--- src/hdl/pdg_defines.svh ---
// constants of the pulse dial generator: offsets, fields, reset values, times
`ifndef PDG_DEFINES_SVH
`define PDG_DEFINES_SVH
// ----------------------------------------
// register byte offsets
// ----------------------------------------
`define PDG_OFS_CFG 8'h00
`define PDG_OFS_DIGIT 8'h04
`define PDG_OFS_STAT 8'h08
// ----------------------------------------
// dial_pulse_config fields
// ----------------------------------------
`define PDG_CFG_GEN 1:0
`define PDG_CFG_BRK 3:2
`define PDG_CFG_PAUSE 5:4
`define PDG_CFG_LOCK 6
`define PDG_CFG_DFLT 7
`define PDG_CFG_RST 8'h00
`define PDG_DIGIT_MAX 4'h9
// ----------------------------------------
// pulse counts
// ----------------------------------------
`define PDG_PULSES_ZERO 4'hA
`define PDG_PULSES_BASE 4'hA
// ----------------------------------------
// times in ms, clock rate in kHz
// ----------------------------------------
`define PDG_BRK_A_MS 10'h03C
`define PDG_BRK_B_MS 10'h043
`define PDG_BRK_C_MS 10'h028
`define PDG_BRK_D_MS 10'h040
`define PDG_PERIOD_10PPS_MS 10'h064
`define PDG_MAKE_16PPS_MS 10'h016
`define PDG_PERIOD_D_MS 10'h06A
`define PDG_PAUSE_A_MS 10'h320
`define PDG_PAUSE_B_MS 10'h352
`define PDG_PAUSE_C_MS 10'h3B6
`define PDG_PAUSE_D_MS 10'h258
`define PDG_CLK_KHZ 32'h0003D090
`endif

--- src/hdl/pdg_pkg.sv ---
// shared types of the pulse dial generator
package pdg_pkg;
  typedef enum logic [1:0] {
    PDG_IDLE,
    PDG_BREAK,
    PDG_MAKE,
    PDG_PAUSE
  } pdg_state_t;
  typedef logic [1:0] pdg_sel_t;
endpackage

--- src/hdl/pdg_dial_if.sv ---
// link between register front end and pulse engine
`timescale 1ns/1ps
interface pdg_dial_if;
  pdg_pkg::pdg_sel_t genMode;
  pdg_pkg::pdg_sel_t brkSel;
  pdg_pkg::pdg_sel_t pauseSel;
  logic pulseMode;
  logic [3:0] digit;
  logic start;
  logic busy;
  logic [3:0] pulsesLeft;
  logic relayClosed;
  modport engine (input genMode, brkSel, pauseSel, pulseMode, digit, start,
                  output busy, pulsesLeft, relayClosed);
  modport ctrl (output genMode, brkSel, pauseSel, pulseMode, digit, start,
                input busy, pulsesLeft, relayClosed);
endinterface

--- src/hdl/pdg_pulse_dial.sv ---
// pulse dial generator top: apb registers, dial-mode switch, pulse engine
// ----------------------------------------
// Summary of operation
// - pulse count: modes 00/11 give N, 01 gives N+1, 10 gives 10-N
// - in plain N mode digit zero gives ten pulses
// - break select 00/01/10 gives 60, 67, 40 ms breaks
// - break select 11 gives 64 ms break at 106 ms pulse period
// - inter-digit pause 800, 850, 950 or 600 ms by select
// - user toggle of dialing method only when lock bit is 0
// - default bit 0 selects tone dialing, 1 selects pulse dialing
// - accepted user toggle flips the stored default bit
// ----------------------------------------
//
// Decided for this implementation: the APB register port and the register addresses.
`timescale 1ns/1ps
`include "pdg_defines.svh"
module pdg_pulse_dial #(
  parameter int unsigned CYC_PER_MS = `PDG_CLK_KHZ
) (
  input wire logic ref_clk, // 250 MHz system clock
  input wire logic rst_b, // synchronous reset, active low
  input wire logic psel, // apb select
  input wire logic penable, // apb access phase
  input wire logic pwrite, // apb write
  input wire logic [7:0] paddr, // apb byte address
  input wire logic [31:0] pwdata, // apb write data
  output logic [31:0] prdata, // apb read data
  output logic pready, // apb ready
  output logic pslverr, // apb error, unmapped address
  input wire logic dialToggle, // user dialing-method switch pin
  output logic hookRelay, // 1 closes the line loop
  output logic pulseDialing // 1 while pulse dialing selected
);
  pdg_dial_if dl ();
  logic [7:0] cfgQ;
  logic readyQ;
  logic errQ;
  logic [31:0] rdataQ;
  logic startQ;
  logic [3:0] digitQ;
  logic pulseQ;
  logic sync1Q;
  logic sync2Q;
  logic sync3Q;
  logic btnQ;
  logic pressEv;
  logic accEnd;
  logic wrCfg;
  logic wrDigit;

  // ----------------------------------------
  // apb slave
  // ----------------------------------------
  function automatic logic mapped(input logic [7:0] a);
    mapped = (a == `PDG_OFS_CFG) || (a == `PDG_OFS_DIGIT) || (a == `PDG_OFS_STAT);
  endfunction

  assign accEnd = psel && penable && readyQ;
  assign wrCfg = accEnd && pwrite && paddr == `PDG_OFS_CFG;
  assign wrDigit = accEnd && pwrite && paddr == `PDG_OFS_DIGIT;

  always_ff @(posedge ref_clk) begin
    if (!rst_b) begin
      readyQ <= 1'b0;
      errQ <= 1'b0;
    end else begin
      readyQ <= psel && penable && !readyQ;
      errQ <= psel && penable && !readyQ && !mapped(paddr);
    end
  end

  always_ff @(posedge ref_clk) begin
    if (!rst_b) begin
      rdataQ <= 32'h0;
    end else if (psel && penable && !readyQ && !pwrite) begin
      unique case (paddr)
        `PDG_OFS_CFG: rdataQ <= {24'h0, cfgQ};
        `PDG_OFS_DIGIT: rdataQ <= {28'h0, digitQ};
        `PDG_OFS_STAT: rdataQ <= {26'h0, dl.busy, cfgQ[`PDG_CFG_DFLT], dl.pulsesLeft};
        default: rdataQ <= 32'h0;
      endcase
    end
  end

  // ----------------------------------------
  // user switch: three-stage sync, agreed level
  // ----------------------------------------
  always_ff @(posedge ref_clk) begin
    if (!rst_b) begin
      sync1Q <= 1'b0;
      sync2Q <= 1'b0;
      sync3Q <= 1'b0;
      btnQ <= 1'b0;
    end else begin
      sync1Q <= dialToggle;
      sync2Q <= sync1Q;
      sync3Q <= sync2Q;
      if (sync2Q == sync3Q) begin
        btnQ <= sync3Q;
      end
    end
  end

  assign pressEv = (sync2Q == sync3Q) && sync3Q && !btnQ;

  // ----------------------------------------
  // configuration word
  // ----------------------------------------
  always_ff @(posedge ref_clk) begin
    if (!rst_b) begin
      cfgQ <= `PDG_CFG_RST;
    end else begin
      if (wrCfg) begin
        cfgQ <= pwdata[7:0];
      end
      // switch press wins the default bit over a software write in the same cycle; bits 6:0 still take the write
      if (pressEv && !cfgQ[`PDG_CFG_LOCK]) begin
        cfgQ[`PDG_CFG_DFLT] <= !cfgQ[`PDG_CFG_DFLT];
      end
    end
  end

  always_ff @(posedge ref_clk) begin
    if (!rst_b) begin
      pulseQ <= 1'b0;
    end else begin
      pulseQ <= cfgQ[`PDG_CFG_DFLT];
    end
  end

  // ----------------------------------------
  // digit launch
  // ----------------------------------------
  always_ff @(posedge ref_clk) begin
    if (!rst_b) begin
      startQ <= 1'b0;
      digitQ <= 4'h0;
    end else begin
      // dropped when busy, in tone dialing or out of range
      startQ <= wrDigit && !dl.busy && cfgQ[`PDG_CFG_DFLT]
                && pwdata[3:0] <= `PDG_DIGIT_MAX && pwdata[31:4] == 28'h0;
      if (wrDigit) begin
        digitQ <= pwdata[3:0];
      end
    end
  end

  assign dl.genMode = cfgQ[`PDG_CFG_GEN];
  assign dl.brkSel = cfgQ[`PDG_CFG_BRK];
  assign dl.pauseSel = cfgQ[`PDG_CFG_PAUSE];
  assign dl.pulseMode = cfgQ[`PDG_CFG_DFLT];
  assign dl.digit = digitQ;
  assign dl.start = startQ;

  pdg_pulse_engine #(.CYC_PER_MS(CYC_PER_MS)) i_pdg_pulse_engine (
    .clk(ref_clk),
    .rstB(rst_b),
    .dl(dl.engine)
  );

  assign prdata = rdataQ;
  assign pready = readyQ;
  assign pslverr = errQ;
  assign hookRelay = dl.relayClosed;
  assign pulseDialing = pulseQ;

  // ----------------------------------------
  // checks
  // ----------------------------------------
  chk_lock_blocks: assert property (@(posedge ref_clk) disable iff (!rst_b)
    (pressEv && cfgQ[`PDG_CFG_LOCK] && !wrCfg) |=> $stable(cfgQ))
    else $error("locked dialing method changed");
  chk_toggle_flip: assert property (@(posedge ref_clk) disable iff (!rst_b)
    (pressEv && !cfgQ[`PDG_CFG_LOCK])
    |=> cfgQ[`PDG_CFG_DFLT] != $past(cfgQ[`PDG_CFG_DFLT]))
    else $error("user toggle did not flip default bit");
  chk_mode_out: assert property (@(posedge ref_clk) disable iff (!rst_b)
    ##1 pulseDialing == $past(cfgQ[`PDG_CFG_DFLT]))
    else $error("dialing method output wrong");
  chk_tone_nopulse: assert property (@(posedge ref_clk) disable iff (!rst_b)
    $rose(dl.busy) |-> $past(cfgQ[`PDG_CFG_DFLT]))
    else $error("pulses started in tone dialing");
  chk_apb_ready: assert property (@(posedge ref_clk) disable iff (!rst_b)
    (psel && penable && !readyQ) |=> readyQ ##1 !readyQ)
    else $error("apb ready not one cycle");
  cov_toggle: cover property (@(posedge ref_clk) disable iff (!rst_b)
    pressEv && !cfgQ[`PDG_CFG_LOCK]);
  cov_unmapped: cover property (@(posedge ref_clk) disable iff (!rst_b) errQ);
  cov_locked_press: cover property (@(posedge ref_clk) disable iff (!rst_b)
    pressEv && cfgQ[`PDG_CFG_LOCK]);

  // ----------------------------------------
  // register and launch checks
  // ----------------------------------------
  chk_err_unmapped: assert property (@(posedge ref_clk) disable iff (!rst_b)
    (psel && penable && !readyQ && !mapped(paddr)) |=> pslverr && pready)
    else $error("unmapped access without error");
  chk_err_mapped: assert property (@(posedge ref_clk) disable iff (!rst_b)
    (psel && penable && !readyQ && mapped(paddr)) |=> !pslverr && pready)
    else $error("mapped access flagged as error");
  chk_cfg_write: assert property (@(posedge ref_clk) disable iff (!rst_b)
    (wrCfg && !pressEv) |=> cfgQ == $past(pwdata[7:0]))
    else $error("config write lost");
  chk_digit_store: assert property (@(posedge ref_clk) disable iff (!rst_b)
    wrDigit |=> digitQ == $past(pwdata[3:0]))
    else $error("digit write lost");
  chk_start_tone: assert property (@(posedge ref_clk) disable iff (!rst_b)
    (wrDigit && !cfgQ[`PDG_CFG_DFLT]) |=> !startQ)
    else $error("digit launched in tone dialing");
  chk_start_busy: assert property (@(posedge ref_clk) disable iff (!rst_b)
    (wrDigit && dl.busy) |=> !startQ)
    else $error("digit launched while busy");
  chk_start_range: assert property (@(posedge ref_clk) disable iff (!rst_b)
    (wrDigit && pwdata[3:0] > `PDG_DIGIT_MAX) |=> !startQ)
    else $error("digit above nine launched");
  chk_start_go: assert property (@(posedge ref_clk) disable iff (!rst_b)
    (wrDigit && !dl.busy && cfgQ[`PDG_CFG_DFLT] && pwdata[3:0] <= `PDG_DIGIT_MAX
     && pwdata[31:4] == 28'h0) |=> startQ)
    else $error("valid digit not launched");
  chk_press_once: assert property (@(posedge ref_clk) disable iff (!rst_b)
    pressEv |=> !pressEv)
    else $error("one press seen twice");
  chk_tone_idle: assert property (@(posedge ref_clk) disable iff (!rst_b)
    (!pulseDialing && !dl.busy) |-> hookRelay)
    else $error("relay open while idle in tone dialing");
endmodule

--- src/hdl/pdg_pulse_engine.sv ---
// break/make/pause sequencer driving the hook relay
`timescale 1ns/1ps
`include "pdg_defines.svh"
module pdg_pulse_engine #(
  parameter int unsigned CYC_PER_MS = `PDG_CLK_KHZ
) (
  input wire logic clk, // system clock
  input wire logic rstB, // synchronous reset, active low
  pdg_dial_if.engine dl // digit and timing link
);
  pdg_pkg::pdg_state_t stateQ;
  logic [31:0] timerQ;
  logic [3:0] leftQ;
  logic relayQ;

  // ----------------------------------------
  // timing decode
  // ----------------------------------------
  function automatic logic [31:0] cyc(input logic [9:0] ms);
    cyc = 32'(ms * CYC_PER_MS - 1);
  endfunction

  function automatic logic [9:0] brk_ms(input pdg_pkg::pdg_sel_t s);
    unique case (s)
      2'h0: brk_ms = `PDG_BRK_A_MS;
      2'h1: brk_ms = `PDG_BRK_B_MS;
      2'h2: brk_ms = `PDG_BRK_C_MS;
      2'h3: brk_ms = `PDG_BRK_D_MS;
    endcase
  endfunction

  function automatic logic [9:0] make_ms(input pdg_pkg::pdg_sel_t s);
    unique case (s)
      2'h2: make_ms = `PDG_MAKE_16PPS_MS;
      2'h3: make_ms = `PDG_PERIOD_D_MS - `PDG_BRK_D_MS;
      default: make_ms = `PDG_PERIOD_10PPS_MS - brk_ms(s);
    endcase
  endfunction

  function automatic logic [9:0] pause_ms(input pdg_pkg::pdg_sel_t s);
    unique case (s)
      2'h0: pause_ms = `PDG_PAUSE_A_MS;
      2'h1: pause_ms = `PDG_PAUSE_B_MS;
      2'h2: pause_ms = `PDG_PAUSE_C_MS;
      2'h3: pause_ms = `PDG_PAUSE_D_MS;
    endcase
  endfunction

  function automatic logic [3:0] pulses(input pdg_pkg::pdg_sel_t m, input logic [3:0] d);
    unique case (m)
      2'h1: pulses = d + 4'h1;
      2'h2: pulses = `PDG_PULSES_BASE - d;
      default: pulses = (d == 4'h0) ? `PDG_PULSES_ZERO : d;
    endcase
  endfunction

  // ----------------------------------------
  // sequencer
  // ----------------------------------------
  always_ff @(posedge clk) begin
    if (!rstB) begin
      stateQ <= pdg_pkg::PDG_IDLE;
      timerQ <= 32'h0;
      relayQ <= 1'b1;
    end else begin
      unique case (stateQ)
        pdg_pkg::PDG_IDLE: begin
          relayQ <= 1'b1;
          if (dl.start && dl.pulseMode) begin
            stateQ <= pdg_pkg::PDG_BREAK;
            timerQ <= cyc(brk_ms(dl.brkSel));
            relayQ <= 1'b0;
          end
        end
        pdg_pkg::PDG_BREAK: begin
          if (timerQ == 32'h0) begin
            stateQ <= pdg_pkg::PDG_MAKE;
            timerQ <= cyc(make_ms(dl.brkSel));
            relayQ <= 1'b1;
          end else begin
            timerQ <= timerQ - 32'h1;
          end
        end
        pdg_pkg::PDG_MAKE: begin
          if (timerQ != 32'h0) begin
            timerQ <= timerQ - 32'h1;
          end else if (leftQ != 4'h0) begin
            stateQ <= pdg_pkg::PDG_BREAK;
            timerQ <= cyc(brk_ms(dl.brkSel));
            relayQ <= 1'b0;
          end else begin
            stateQ <= pdg_pkg::PDG_PAUSE;
            timerQ <= cyc(pause_ms(dl.pauseSel));
          end
        end
        pdg_pkg::PDG_PAUSE: begin
          if (timerQ == 32'h0) begin
            stateQ <= pdg_pkg::PDG_IDLE;
          end else begin
            timerQ <= timerQ - 32'h1;
          end
        end
      endcase
    end
  end

  // pulses still to break, counted down at each break end
  always_ff @(posedge clk) begin
    if (!rstB) begin
      leftQ <= 4'h0;
    end else if (stateQ == pdg_pkg::PDG_IDLE && dl.start && dl.pulseMode) begin
      leftQ <= pulses(dl.genMode, dl.digit);
    end else if (stateQ == pdg_pkg::PDG_BREAK && timerQ == 32'h0) begin
      leftQ <= leftQ - 4'h1;
    end
  end

  assign dl.busy = (stateQ != pdg_pkg::PDG_IDLE);
  assign dl.pulsesLeft = leftQ;
  assign dl.relayClosed = relayQ;

  // ----------------------------------------
  // checks
  // ----------------------------------------
  chk_count_load: assert property (@(posedge clk) disable iff (!rstB)
    (stateQ == pdg_pkg::PDG_IDLE && dl.start && dl.pulseMode && dl.genMode == 2'h2)
    |=> leftQ == `PDG_PULSES_BASE - $past(dl.digit))
    else $error("pulse count for 10-N mode wrong");
  chk_zero_ten: assert property (@(posedge clk) disable iff (!rstB)
    (stateQ == pdg_pkg::PDG_IDLE && dl.start && dl.pulseMode && dl.genMode == 2'h0
     && dl.digit == 4'h0) |=> leftQ == `PDG_PULSES_ZERO)
    else $error("digit zero does not give ten pulses");
  chk_break_time: assert property (@(posedge clk) disable iff (!rstB)
    $fell(relayQ) |-> timerQ == cyc(brk_ms($past(dl.brkSel))) && stateQ == pdg_pkg::PDG_BREAK)
    else $error("break time load wrong");
  chk_period_106: assert property (@(posedge clk) disable iff (!rstB)
    ($rose(relayQ) && $past(dl.brkSel) == 2'h3 && stateQ == pdg_pkg::PDG_MAKE)
    |-> timerQ + 32'h1 + cyc(`PDG_BRK_D_MS) + 32'h1 == cyc(`PDG_PERIOD_D_MS) + 32'h1)
    else $error("pulse interval not 106 ms");
  chk_pause_time: assert property (@(posedge clk) disable iff (!rstB)
    (stateQ == pdg_pkg::PDG_MAKE && timerQ == 32'h0 && leftQ == 4'h0)
    |=> stateQ == pdg_pkg::PDG_PAUSE && timerQ == cyc(pause_ms($past(dl.pauseSel))))
    else $error("inter-digit pause wrong");
  chk_tone_closed: assert property (@(posedge clk) disable iff (!rstB)
    (stateQ == pdg_pkg::PDG_IDLE && !dl.pulseMode) |=> relayQ)
    else $error("relay open in tone dialing");
  cov_full_digit: cover property (@(posedge clk) disable iff (!rstB)
    stateQ == pdg_pkg::PDG_PAUSE ##1 stateQ == pdg_pkg::PDG_IDLE);
  cov_fast_break: cover property (@(posedge clk) disable iff (!rstB)
    $fell(relayQ) && dl.brkSel == 2'h2);
endmodule
--- config.mk ---
export PLATFORM = sky130hd
export DESIGN_NAME = pdg_pulse_dial
export DESIGN_NICKNAME = d
export VERILOG_FILES = /design/src/hdl/pdg_pkg.sv /design/src/hdl/pdg_dial_if.sv /design/src/hdl/pdg_pulse_dial.sv /design/src/hdl/pdg_pulse_engine.sv
export VERILOG_INCLUDE_DIRS = /design/src /design/src/hdl
export SDC_FILE = /design/constraint.sdc
export NUM_CORES = 1
export LEC_CHECK = 0
export ABC_AREA = 1
export BUFFER_PORTS_ARGS = -buffer_cell sky130_fd_sc_hd__buf_4
export CORE_MARGIN = 2
export CORE_UTILIZATION = 45
export CTS_BUF_LIST = sky130_fd_sc_hd__clkbuf_8
export CTS_CLUSTER_SIZE = 28
export DETAILED_ROUTE_END_ITERATION = 6
export PLACE_DENSITY = 0.69
export SYNTH_ARGS = -nofsm -noshare
export SYNTH_HDL_FRONTEND = slang
export SYNTH_SLANG_ARGS = --single-unit
--- constraint.sdc ---
create_clock -name ref_clk -period 3.9 [get_ports ref_clk]
set_input_delay 0.585 -clock ref_clk [delete_from_list [all_inputs] [get_ports ref_clk]]
set_output_delay 0.585 -clock ref_clk [all_outputs]
set_load 0.05 [all_outputs]
==> impl_metrics.xml, run 1 <==
<?xml version="1.0" encoding="UTF-8"?>
<metrics>
  <group name="critical_path">
    <metric name="crit_path_frequent_cell" unit="">sky130_fd_sc_hd__nand2_1</metric>
    <metric name="cpLargestDelayFamily" unit="">adder cells</metric>
    <metric name="worst_setup_path_end_kind" unit="">flop</metric>
    <metric name="cp_slowest_cell" unit="">sky130_fd_sc_hd__dfxtp_1</metric>
    <metric name="cp.required" unit="ps">4150</metric>
    <metric name="worst_setup_path_start_kind" unit="">flop</metric>
    <metric name="slowest_delay" unit="ps">370</metric>
    <metric name="setup.worst_path.class" unit="">flop to flop</metric>
    <metric name="worst-r2r-setup-slack" unit="ps">650</metric>
    <metric name="cp_max_fo" unit="">7</metric>
    <metric name="crit_path_cell_trace" unit="">inv_1 &gt; ha_1 &gt; inv_1 &gt; a21oi_1 &gt; ha_1 &gt; a21o_1 &gt; ha_1 &gt; ha_1 &gt; inv_1 &gt; xor2_1 &gt; nand2_1 &gt; nand2_1 &gt; nand2_1 &gt; o21ai_0 &gt; nand2_1 &gt; nand2_1 &gt; a21oi_1</metric>
    <metric name="critical_path.n_buffers_inverters" unit="">3</metric>
    <metric name="worst_ep_arrival_time" unit="ps">3500</metric>
  </group>
  <group name="job">
    <metric name="max_cap_violations" unit="">0</metric>
  </group>
  <group name="global_routing">
    <metric name="grt_first_pass_wirelength" unit="um">30800</metric>
    <metric name="grt_start_max_net_pins" unit="">46</metric>
    <metric name="grt_overflow" unit="">0</metric>
    <metric name="grt_usage" unit="%">27.4</metric>
    <metric name="antenna_found_initial" unit="">0</metric>
    <metric name="grt_pass1_vias" unit="">5996</metric>
  </group>
  <group name="clock_network">
    <metric name="tritoncts.num_buffers" unit="">9</metric>
    <metric name="post_cts_buffers" unit="">0</metric>
    <metric name="post_cts_hold_buffer_count" unit="">0</metric>
    <metric name="postCtsResizedCells" unit="">0</metric>
    <metric name="cts_max_level" unit="">3</metric>
    <metric name="cts.path.max_buffers" unit="">2</metric>
    <metric name="clkLatencyLatePin" unit="ps">380</metric>
    <metric name="tritoncts_num_sinks" unit="">67</metric>
    <metric name="clkTransAtPathRegs" unit="ps">80</metric>
    <metric name="tritoncts" unit="">built</metric>
    <metric name="clock_tree.root_cell" unit="">sky130_fd_sc_hd__clkbuf_8</metric>
  </group>
  <group name="logic_synthesis">
    <metric name="asyncSetResetFlopFracSynth" unit="%">0</metric>
    <metric name="postSynthAreaPerCell" unit="sq um">6.34</metric>
    <metric name="synthSimpleGateAreaFrac" unit="%">31.3</metric>
    <metric name="gate_count_after_technology_mapping" unit="">940</metric>
    <metric name="synth_fa_ha_area_share" unit="%">9.36</metric>
    <metric name="share_of_the_synthesized_area_in_compound_gates_ao_oa_aoi_oai" unit="%">19.1</metric>
    <metric name="yosysTopAreaCell" unit="">sky130_fd_sc_hd__dfxtp_1</metric>
    <metric name="main_combinational_cell_family_by_area_after_synthesis" unit="">simple AND/OR/NAND/NOR gates</metric>
    <metric name="synth.top_cells.by_area" unit="">sky130_fd_sc_hd__dfxtp_1, sky130_fd_sc_hd__nand2_1, sky130_fd_sc_hd__ha_1</metric>
    <metric name="yosysTopAreaCellShare" unit="%">22.5</metric>
    <metric name="yosys.cell_count.top_type" unit="">sky130_fd_sc_hd__nand2_1</metric>
    <metric name="synthesized_area_fraction_occupied_by_xor_and_xnor_cells" unit="%">4.85</metric>
    <metric name="synth_ff_type" unit="">sky130_fd_sc_hd__dfxtp_1</metric>
    <metric name="synth_top_cells_by_count" unit="">sky130_fd_sc_hd__nand2_1, sky130_fd_sc_hd__inv_1, sky130_fd_sc_hd__nor2_1</metric>
    <metric name="synth-edff-count" unit="">0</metric>
    <metric name="post_synth_num_cell_types" unit="">50</metric>
    <metric name="synth.yosys.seq_area_share" unit="%">22.5</metric>
    <metric name="synth_warnings" unit="">0</metric>
    <metric name="syn-cell-area" unit="sq um">5960</metric>
    <metric name="synth.ff_latch_count" unit="">67</metric>
    <metric name="synth.area.mux_share" unit="%">0</metric>
  </group>
  <group name="route">
    <metric name="vias" unit="">6358</metric>
    <metric name="final_wirelength" unit="um">19100</metric>
    <metric name="dr.pass1.iters" unit="">6</metric>
    <metric name="avg_wl_per_cell" unit="um">16.4</metric>
    <metric name="drt_drc_violations_left" unit="">0</metric>
    <metric name="drt_iter0_drc" unit="">739</metric>
    <metric name="antenna_violating_nets_post_route" unit="">0</metric>
    <metric name="post_drt_via_cell_ratio" unit="">5.45</metric>
  </group>
  <group name="finish">
    <metric name="nNetsFinal" unit="">1076</metric>
    <metric name="post-route-cell-area" unit="sq um">6680</metric>
    <metric name="antennaDiodeCount" unit="">0</metric>
    <metric name="instances_no_fill" unit="">1167</metric>
    <metric name="drive_above_1_share" unit="%">11.1</metric>
    <metric name="final_core_utilization" unit="%">51.0</metric>
    <metric name="syn2layout_area_growth" unit="%">11.9</metric>
  </group>
  <group name="sta">
    <metric name="maxSlewHeadroom" unit="%">55.8</metric>
    <metric name="finalMaxSlewViolations" unit="">0</metric>
    <metric name="min_period" unit="ps">3250</metric>
    <metric name="grt_setup_unrepaired" unit="">false</metric>
    <metric name="share_of_the_clock_period_used_by_the_worst_path" unit="%">83.2</metric>
    <metric name="worst-slew-pin-transition" unit="ps">662</metric>
    <metric name="setup_viol" unit="">0</metric>
    <metric name="hold_viol" unit="">0</metric>
    <metric name="fmax" unit="MHz">308</metric>
    <metric name="fin_tns_setup" unit="ps">0</metric>
    <metric name="final.setup_skew" unit="ps">17.6</metric>
  </group>
  <group name="placement">
    <metric name="detailedPlacementHpwl" unit="um">14400</metric>
    <metric name="gpl_congestion" unit="">0.946</metric>
    <metric name="port_buffers" unit="">57</metric>
    <metric name="placed_cell_area" unit="sq um">6450</metric>
    <metric name="placed_cells" unit="">1151</metric>
  </group>
  <group name="status">
    <metric name="outcome" unit="">complete, no violations</metric>
  </group>
  <group name="floorplanning">
    <metric name="die_width" unit="um">119</metric>
    <metric name="initial_utilization" unit="%">45.6</metric>
    <metric name="die-area" unit="sq um">14200</metric>
    <metric name="io_pins" unit="">82</metric>
    <metric name="chipHeight" unit="um">119</metric>
    <metric name="core_area" unit="sq um">13100</metric>
    <metric name="placement_rows" unit="">42</metric>
  </group>
  <group name="worst_hold_path">
    <metric name="holdCritPathClass" unit="">primary input to flop</metric>
  </group>
  <group name="power_and_ir_drop">
    <metric name="ir_drop" unit="mV">0.192</metric>
    <metric name="p_leak" unit="nW">3.17</metric>
    <metric name="pwr_density_cell" unit="nW/um^2">223</metric>
  </group>
</metrics>
-- worst reg2reg max path, delay by kind of cell (launching register included) --
family | cells | cell delay [ps]
adders and majority gates | 4 | 1190
and+or+nand+nor | 5 | 370
AOI/OAI and AO/OA | 4 | 550
DFF | 1 | 370
buffers and inverters | 3 | 440
xor gates and xnor gates | 1 | 210
-- state kept, by name, summed over array words and instances, names as in the netlist, 2 cells and up --
signal and flops:
i_pdg_pulse_engine.dl.pulsesLeft 4, prdata 8, digitQ 4, i_pdg_pulse_engine.stateQ 2, cfgQ 8, i_pdg_pulse_engine.timerQ 32
-- cell usage in the layout (no fill, tap or decap), drive strengths merged, types with 6 or more instances in the layout --
master    n
nor2    111
o22ai     8
o21ai    77
or2       6
xnor2     8
nor3     11
conb     26
nor4     11
clkbuf    9
nand2   200
inv     121
nand4    14
ha       43
xor2     25
a21oi    81
o221ai    7
dfxtp    67
o211ai    6
buf      63
nand3    60
a31oi     9
-- metal layers --
metal | up-vias | wire length [um] | GRT usage, %
met2 | 299 | 8450 | 43.5
met1 | 2869 | 8380 | 35.8
met3 | 47 | 1670 | 6.61
met5 | - | 0 | 0
met4 | 0 | 607 | 10.5
li1 | 3143 | - | -
-- power by group --
group	leakage [nW]	total (mW)	internal, mW	switching [mW]
Sequential	0.540	0.687	0.686	0.00121
Combinational	2.53	0.123	0.0373	0.0857
Clock	0.102	0.675	0.363	0.312
Total	3.17	1.49	1.09	0.399
-- path summary, 6_finish.rpt --
check	startpoint	endpoint	depth (start not counted)
min	dialToggle	sync1Q	3
max	cfgQ[4]	i_pdg_pulse_engine.timerQ[16]	17
max reg2reg	cfgQ[4]	i_pdg_pulse_engine.timerQ[16]	17
min reg2reg	sync1Q	sync2Q	2
-- kinds of logic (layout without fill, tap and decap cells) --
| kind of cell | Yosys count | in the layout |
|---|---|---|
| xor gates and xnor gates | 33 | 33 |
| adders and majority gates | 44 | 44 |
| DFF | 67 | 67 |
| buffers and inverters | 176 | 202 |
| and+or+nand+nor | 415 | 415 |
| other | 1 | 26 |
| AOI/OAI and AO/OA | 204 | 204 |
-- metrics by stage --
step | worst slack (ps) | total power [mW] | hold WS (ps)
2_1_floorplan | 1010 | 0.800 | 390
3_3_place_gp | 823 | 0.825 | 397
3_5_place_dp | 735 | 0.826 | 405
4_1_cts | 700 | 1.49 | 382
5_1_grt | 290 | 1.53 | 388
6_report | 654 | 1.49 | 388
-- layout make-up --
| type | instances | area [sq um] |
|---|---|---|
| Fill cell | 1345 | 6410 |
| Multi-Input combinational cell | 722 | 3950 |
| Sequential cell | 67 | 1340 |
| Timing Repair Buffer | 63 | 473 |
| Inverter | 123 | 464 |
| Tap cell | 176 | 220 |
| Clock buffer | 9 | 124 |
| Clock inverter | 7 | 100 |
Power figures use the tool's default switching activity.
==> run 2, diff against run 1 <==
- clock period: 3.9 -> 3.3 ns (I/O delays scaled with it)
==> impl_metrics.xml, run 2 (synthesized netlist as in run 1, its figures left out) <==
<?xml version="1.0" encoding="UTF-8"?>
<metrics>
  <group name="critical_path">
    <metric name="setup.worst_path.class" unit="">flop to flop</metric>
    <metric name="worst_setup_path_start_kind" unit="">flop</metric>
    <metric name="cp_slowest_cell" unit="">sky130_fd_sc_hd__dfxtp_1</metric>
    <metric name="worst_ep_arrival_time" unit="ps">3260</metric>
    <metric name="slowest_delay" unit="ps">360</metric>
    <metric name="worstSetupStartpoint" unit="">cfgQ[5]</metric>
    <metric name="worst-r2r-setup-slack" unit="ps">300</metric>
    <metric name="crit_path_cell_trace" unit="">inv_2 &gt; ha_1 &gt; inv_1 &gt; a21oi_1 &gt; inv_1 &gt; ha_1 &gt; a21o_1 &gt; ha_1 &gt; inv_1 &gt; nor2_1 &gt; ha_1 &gt; inv_1 &gt; o21bai_1 &gt; a21oi_1 &gt; nand2_1 &gt; nand2_1 &gt; nand2_1 &gt; o21ai_0 &gt; nand3_1 &gt; nand3_1 &gt; a21oi_1</metric>
    <metric name="critical_path_end" unit="">i_pdg_pulse_engine.timerQ[19]</metric>
    <metric name="r2r_end" unit="">i_pdg_pulse_engine.timerQ[19]</metric>
    <metric name="crit-reg2reg-launch" unit="">cfgQ[5]</metric>
    <metric name="cp.required" unit="ps">3560</metric>
    <metric name="timing.reg2reg.worst_path_depth" unit="">21</metric>
    <metric name="cp_max_fo" unit="">6</metric>
    <metric name="worst_setup_path_end_kind" unit="">flop</metric>
  </group>
  <group name="sta">
    <metric name="maxSlewHeadroom" unit="%">54.7</metric>
    <metric name="final.setup_skew" unit="ps">12.5</metric>
    <metric name="fin_tns_setup" unit="ps">0</metric>
    <metric name="fmax" unit="MHz">334</metric>
    <metric name="finalMaxSlewViolations" unit="">0</metric>
    <metric name="share_of_the_clock_period_used_by_the_worst_path" unit="%">90.9</metric>
    <metric name="worst-slew-pin-transition" unit="ps">680</metric>
    <metric name="grt_setup_unrepaired" unit="">false</metric>
    <metric name="min_period" unit="ps">3000</metric>
    <metric name="setup_viol" unit="">0</metric>
    <metric name="hold_viol" unit="">0</metric>
  </group>
  <group name="route">
    <metric name="drt_drc_violations_left" unit="">0</metric>
    <metric name="post_drt_via_cell_ratio" unit="">5.41</metric>
    <metric name="drt_iter0_drc" unit="">691</metric>
    <metric name="vias" unit="">6362</metric>
    <metric name="antenna_violating_nets_post_route" unit="">0</metric>
    <metric name="avg_wl_per_cell" unit="um">16.0</metric>
    <metric name="final_wirelength" unit="um">18800</metric>
    <metric name="dr.pass1.iters" unit="">5</metric>
  </group>
  <group name="power_and_ir_drop">
    <metric name="power.internal" unit="mW">1.12</metric>
    <metric name="seqPwrFrac" unit="%">51.2</metric>
    <metric name="switching_share" unit="%">29.1</metric>
    <metric name="ir_drop" unit="mV">0.224</metric>
    <metric name="pwr_density_cell" unit="nW/um^2">237</metric>
    <metric name="power_frac_comb" unit="%">9.2</metric>
    <metric name="share_clk_of_total_power" unit="%">39.6</metric>
    <metric name="p_leak" unit="nW">3.18</metric>
    <metric name="switchingPower" unit="uW">462</metric>
  </group>
  <group name="floorplanning">
    <metric name="die_width" unit="um">119</metric>
    <metric name="chipHeight" unit="um">119</metric>
    <metric name="core_area" unit="sq um">13100</metric>
    <metric name="die-area" unit="sq um">14200</metric>
    <metric name="initial_utilization" unit="%">45.6</metric>
    <metric name="placement_rows" unit="">42</metric>
    <metric name="io_pins" unit="">82</metric>
  </group>
  <group name="clock_network">
    <metric name="cts.path.max_buffers" unit="">2</metric>
    <metric name="clock_tree.root_cell" unit="">sky130_fd_sc_hd__clkbuf_8</metric>
    <metric name="tritoncts" unit="">built</metric>
    <metric name="tritoncts_num_sinks" unit="">67</metric>
    <metric name="tritoncts.num_buffers" unit="">9</metric>
    <metric name="clkLatencyLatePin" unit="ps">370</metric>
    <metric name="cts_max_level" unit="">3</metric>
    <metric name="clkTransAtPathRegs" unit="ps">80</metric>
    <metric name="post_cts_hold_buffer_count" unit="">0</metric>
  </group>
  <group name="global_routing">
    <metric name="grt_pass1_vias" unit="">5937</metric>
    <metric name="antenna_found_initial" unit="">0</metric>
    <metric name="grt_first_pass_wirelength" unit="um">30400</metric>
    <metric name="grt_start_max_net_pins" unit="">46</metric>
    <metric name="grt_overflow" unit="">0</metric>
    <metric name="grt_usage" unit="%">27.1</metric>
  </group>
  <group name="worst_hold_path">
    <metric name="hold_sp" unit="">dialToggle</metric>
    <metric name="holdCritPathClass" unit="">primary input to flop</metric>
  </group>
  <group name="finish">
    <metric name="largest_register_ffs" unit="">32</metric>
    <metric name="antennaDiodeCount" unit="">0</metric>
    <metric name="final_core_utilization" unit="%">51.3</metric>
    <metric name="drive_above_1_share" unit="%">12.6</metric>
    <metric name="syn2layout_area_growth" unit="%">12.5</metric>
    <metric name="top_reg_by_flops" unit="">i_pdg_pulse_engine.timerQ</metric>
    <metric name="nNetsFinal" unit="">1084</metric>
    <metric name="layout.cells.most_common" unit="">sky130_fd_sc_hd__nand2_1</metric>
    <metric name="layout_common_cells" unit="">sky130_fd_sc_hd__nand2_1, sky130_fd_sc_hd__inv_1, sky130_fd_sc_hd__nor2_1, sky130_fd_sc_hd__a21oi_1</metric>
    <metric name="post-route-cell-area" unit="sq um">6710</metric>
  </group>
  <group name="placement">
    <metric name="placed_cell_area" unit="sq um">6490</metric>
    <metric name="port_buffers" unit="">57</metric>
    <metric name="gpl_congestion" unit="">1.02</metric>
    <metric name="detailedPlacementHpwl" unit="um">14300</metric>
  </group>
  <group name="status">
    <metric name="outcome" unit="">complete, no violations</metric>
  </group>
  <group name="job">
    <metric name="max_cap_violations" unit="">0</metric>
  </group>
</metrics>
-- run 2: cell count changes in the layout (fill, tap and decap cells not counted), moves of 2 or more --
cell and delta:
sky130_fd_sc_hd__buf_4 +8, sky130_fd_sc_hd__bufinv_16 -2, sky130_fd_sc_hd__clkinv_2 +2, sky130_fd_sc_hd__dfxtp_1 -2
sky130_fd_sc_hd__dfxtp_2 +2, sky130_fd_sc_hd__inv_1 -2, sky130_fd_sc_hd__inv_2 +2
-- run 2: critical path: cells and delay by family (launching register included) --
kind / cells / cell delay [ps]
adder cells (fa/ha/maj): 4 / 960
AO/OA/AOI/OAI: 6 / 760
flip-flops: 1 / 360
buffers and inverters: 5 / 430
AND/OR/NAND/NOR: 6 / 370
-- run 2: worst min-delay path by stage --
stage / cells past startpoint / end / slack [ps]
floorplan: 2 / sync2Q / 390
global placement: 2 / sync2Q / 390
detailed placement: 2 / sync2Q / 400
CTS: 3 / sync1Q / 290
global route: 3 / sync1Q / 300
finish: 3 / sync1Q / 300
-- run 2: power groups by stage --
stage	clock, mW	sequential (mW)	combinational, mW
final	0.628	0.812	0.146
after global routing	0.677	0.813	0.156
after CTS	0.640	0.812	0.145
after detailed placement	0	0.831	0.145
after global placement	0	0.831	0.144
after floorplan	0	0.835	0.111
-- run 2: what timing repair did --
| item | 4_1_cts | 5_1_grt |
|---|---|---|
| gates resized for setup | 0 | 9 |
| endpoints found under the setup margin | 0 | 8 |
| setup buffers | 0 | 3 |
-- run 2: cell type report --
| class | count | area, sq um |
|---|---|---|
| Clock buffer | 9 | 124 |
| Sequential cell | 67 | 1340 |
| Fill cell | 1383 | 6380 |
| Timing Repair Buffer | 71 | 533 |
| Tap cell | 176 | 220 |
| Multi-Input combinational cell | 722 | 3970 |
| Clock inverter | 7 | 45.0 |
| Inverter | 123 | 468 |
-- run 2: through the flow --
stage / instances / hold slack (ps) / power [mW] / setup WS, ps
floorplan: 965 / 390 / 0.945 / 408
global placement: 1156 / 393 / 0.975 / 358
detailed placement: 1156 / 399 / 0.976 / 254
CTS: 1172 / 288 / 1.60 / 216
global route: 1175 / 299 / 1.65 / 14.1
finish: 1175 / 297 / 1.59 / 302
-- run 2: layer usage --
metal / global-route usage (%) / wire, um / vias to the layer above
met5: 0 / 0 / -
met4: 14.7 / 782 / 0
met3: 4.98 / 1570 / 60
met2: 41.9 / 8400 / 266
met1: 35.6 / 8010 / 2883
li1: - / - / 3153
==> run 3, diff against run 2 <==
- BUFFER_PORTS_ARGS: -buffer_cell sky130_fd_sc_hd__buf_4 -> not set
- CORE_UTILIZATION: 45 -> 30
- DONT_BUFFER_PORTS: not set -> 1
- PLACE_DENSITY: 0.69 -> 0.48
- RECOVER_POWER: not set -> 25
==> impl_metrics.xml, run 3 (synthesized netlist as in run 1, its figures left out) <==
<?xml version="1.0" encoding="UTF-8"?>
<metrics>
  <group name="status">
    <metric name="outcome" unit="">complete, no violations</metric>
  </group>
  <group name="power_and_ir_drop">
    <metric name="p_leak" unit="nW">2.93</metric>
    <metric name="power_frac_comb" unit="%">5.5</metric>
    <metric name="ir_drop" unit="mV">0.174</metric>
    <metric name="seqPwrFrac" unit="%">50.4</metric>
    <metric name="switching_share" unit="%">28.3</metric>
    <metric name="share_clk_of_total_power" unit="%">44.1</metric>
    <metric name="power.internal" unit="mW">1.16</metric>
    <metric name="pwr_density_cell" unit="nW/um^2">254</metric>
    <metric name="switchingPower" unit="uW">458</metric>
  </group>
  <group name="clock_network">
    <metric name="clkLatencyLatePin" unit="ps">390</metric>
    <metric name="post_cts_buffers" unit="">0</metric>
    <metric name="tritoncts_num_sinks" unit="">67</metric>
    <metric name="tritoncts" unit="">built</metric>
    <metric name="cts.path.max_buffers" unit="">2</metric>
    <metric name="clock_tree.root_cell" unit="">sky130_fd_sc_hd__clkbuf_8</metric>
    <metric name="tritoncts.num_buffers" unit="">9</metric>
    <metric name="post_cts_hold_buffer_count" unit="">0</metric>
    <metric name="postCtsResizedCells" unit="">0</metric>
    <metric name="clkTransAtPathRegs" unit="ps">90</metric>
    <metric name="cts_max_level" unit="">3</metric>
  </group>
  <group name="route">
    <metric name="post_drt_via_cell_ratio" unit="">5.03</metric>
    <metric name="vias" unit="">6065</metric>
    <metric name="avg_wl_per_cell" unit="um">16.7</metric>
    <metric name="route.top_layer_used" unit="">met4</metric>
    <metric name="antenna_violating_nets_post_route" unit="">0</metric>
    <metric name="final_wirelength" unit="um">20100</metric>
    <metric name="dr.pass1.iters" unit="">5</metric>
    <metric name="drt_iter0_drc" unit="">386</metric>
    <metric name="detailed_routing_wirelength_on_met1" unit="um">9330</metric>
    <metric name="wl_met3" unit="um">1180</metric>
    <metric name="drt_drc_violations_left" unit="">0</metric>
    <metric name="route.met2.wl" unit="um">9190</metric>
  </group>
  <group name="global_routing">
    <metric name="grt_first_pass_wirelength" unit="um">31100</metric>
    <metric name="grt_start_max_net_pins" unit="">46</metric>
    <metric name="grt_usage" unit="%">18.7</metric>
    <metric name="grt_overflow" unit="">0</metric>
    <metric name="grt_pass1_vias" unit="">5674</metric>
    <metric name="antenna_found_initial" unit="">0</metric>
  </group>
  <group name="job">
    <metric name="max_cap_violations" unit="">0</metric>
  </group>
  <group name="critical_path">
    <metric name="timing.reg2reg.worst_path_depth" unit="">17</metric>
    <metric name="worst_setup_path_end_kind" unit="">flop</metric>
    <metric name="worst_setup_path_start_kind" unit="">flop</metric>
    <metric name="setup.worst_path.class" unit="">flop to flop</metric>
    <metric name="worst_ep_arrival_time" unit="ps">3360</metric>
    <metric name="cp_slowest_cell" unit="">sky130_fd_sc_hd__dfxtp_2</metric>
    <metric name="cp.required" unit="ps">3580</metric>
    <metric name="crit_path_frequent_cell" unit="">sky130_fd_sc_hd__nand2_1</metric>
    <metric name="slowest_delay" unit="ps">360</metric>
    <metric name="cp_max_fo" unit="">6</metric>
    <metric name="crit_path_cell_trace" unit="">inv_1 &gt; ha_1 &gt; inv_1 &gt; a21oi_1 &gt; ha_1 &gt; a21o_1 &gt; ha_1 &gt; ha_1 &gt; inv_1 &gt; xor2_1 &gt; nand2_1 &gt; nand2_1 &gt; nand2_1 &gt; o21ai_1 &gt; nand2_1 &gt; nand2_1 &gt; a21oi_1</metric>
  </group>
  <group name="finish">
    <metric name="layout.cells.most_common" unit="">sky130_fd_sc_hd__nand2_1</metric>
    <metric name="drive_above_1_share" unit="%">6.91</metric>
    <metric name="instances_no_fill" unit="">1206</metric>
    <metric name="largest_register_ffs" unit="">32</metric>
    <metric name="syn2layout_area_growth" unit="%">7.11</metric>
    <metric name="nNetsFinal" unit="">1026</metric>
    <metric name="antennaDiodeCount" unit="">0</metric>
    <metric name="layout_common_cells" unit="">sky130_fd_sc_hd__nand2_1, sky130_fd_sc_hd__inv_1, sky130_fd_sc_hd__nor2_1, sky130_fd_sc_hd__a21oi_1, sky130_fd_sc_hd__o21ai_0</metric>
    <metric name="top_reg_by_flops" unit="">i_pdg_pulse_engine.timerQ</metric>
  </group>
  <group name="floorplanning">
    <metric name="placement_rows" unit="">51</metric>
    <metric name="chipHeight" unit="um">145</metric>
    <metric name="initial_utilization" unit="%">30.6</metric>
    <metric name="die_width" unit="um">145</metric>
    <metric name="core_area" unit="sq um">19500</metric>
    <metric name="io_pins" unit="">82</metric>
    <metric name="die-area" unit="sq um">21000</metric>
  </group>
  <group name="placement">
    <metric name="detailedPlacementHpwl" unit="um">15400</metric>
    <metric name="placed_cells" unit="">1190</metric>
    <metric name="port_buffers" unit="">0</metric>
    <metric name="gpl_congestion" unit="">0.889</metric>
  </group>
  <group name="sta">
    <metric name="min_period" unit="ps">3080</metric>
    <metric name="finalMaxSlewViolations" unit="">0</metric>
    <metric name="final.setup_skew" unit="ps">15.7</metric>
    <metric name="fmax" unit="MHz">325</metric>
    <metric name="share_of_the_clock_period_used_by_the_worst_path" unit="%">93.3</metric>
    <metric name="fin_tns_setup" unit="ps">0</metric>
    <metric name="holdWs" unit="ps">214</metric>
    <metric name="setup_viol" unit="">0</metric>
    <metric name="maxSlewHeadroom" unit="%">40.2</metric>
    <metric name="worst-slew-pin-transition" unit="ps">896</metric>
    <metric name="hold_viol" unit="">0</metric>
    <metric name="grt_setup_unrepaired" unit="">false</metric>
  </group>
  <group name="worst_hold_path">
    <metric name="holdCritPathClass" unit="">primary input to flop</metric>
    <metric name="hold_depth" unit="">1</metric>
  </group>
</metrics>
[run 3: cell count changes in the layout (fill, tap and decap cells not counted), sizes merged]
| cell | previous run | this run |
|---|---|---|
| clkinvlp | 4 | 0 |
| buf | 71 | 13 |
| clkinv | 5 | 7 |
| bufinv | 0 | 1 |
| inv | 121 | 122 |
[run 3: layout make-up]
type / count / area, sq um
Timing Repair Buffer: 13 / 97.6
Tap cell: 265 / 332
Multi-Input combinational cell: 722 / 3960
Sequential cell: 67 / 1350
Clock buffer: 9 / 124
Clock inverter: 7 / 61.3
Fill cell: 2186 / 13100
Inverter: 123 / 464
[run 3: worst max-delay path, delay by kind of cell (launching register included)]
kind                     cells  cell delay [ps]
XOR/XNOR                     1              230
buffers and inverters        3              360
AND/OR/NAND/NOR              5              370
flip-flops                   1              360
adder cells (fa/ha/maj)      4             1080
AO/OA/AOI/OAI                4              570
[run 3: routing by layer]
metal | vias up | GRT usage [%]
met5 | - | 0
met2 | 198 | 30.5
met4 | 0 | 5.99
met1 | 2794 | 25.4
met3 | 29 | 2.48
li1 | 3044 | -
[run 3: final timing paths]
check | to | start | slack, ps
worst min register to register | sync2Q | sync1Q | 430
worst min-delay path | i_pdg_pulse_engine.dl.relayClosed | rst_b | 210
worst max-delay path | i_pdg_pulse_engine.timerQ[16] | cfgQ[4] | 220
worst max register to register | i_pdg_pulse_engine.timerQ[16] | cfgQ[4] | 220
[run 3: power by group through the flow]
stage	Sequential, mW	Clock, mW	Combinational (mW)
2_1_floorplan	0.835	0	0.111
3_3_place_gp	0.835	0	0.0891
3_5_place_dp	0.835	0	0.0891
4_1_cts	0.816	0.721	0.0892
5_1_grt	0.817	0.752	0.0949
6_report	0.816	0.714	0.0894
[run 3: stage by stage]
step                      cell area (sq um)  worst slack, ps  total power, mW  utilization, %
after floorplan                        6060              408            0.945               -
after global placement                 6190              229            0.924            31.8
after detailed placement               6190              162            0.924            31.8
after CTS                              6370              131             1.63            32.7
after global routing                   6390             4.64             1.66            32.8
final                                  6390              221             1.62            32.8
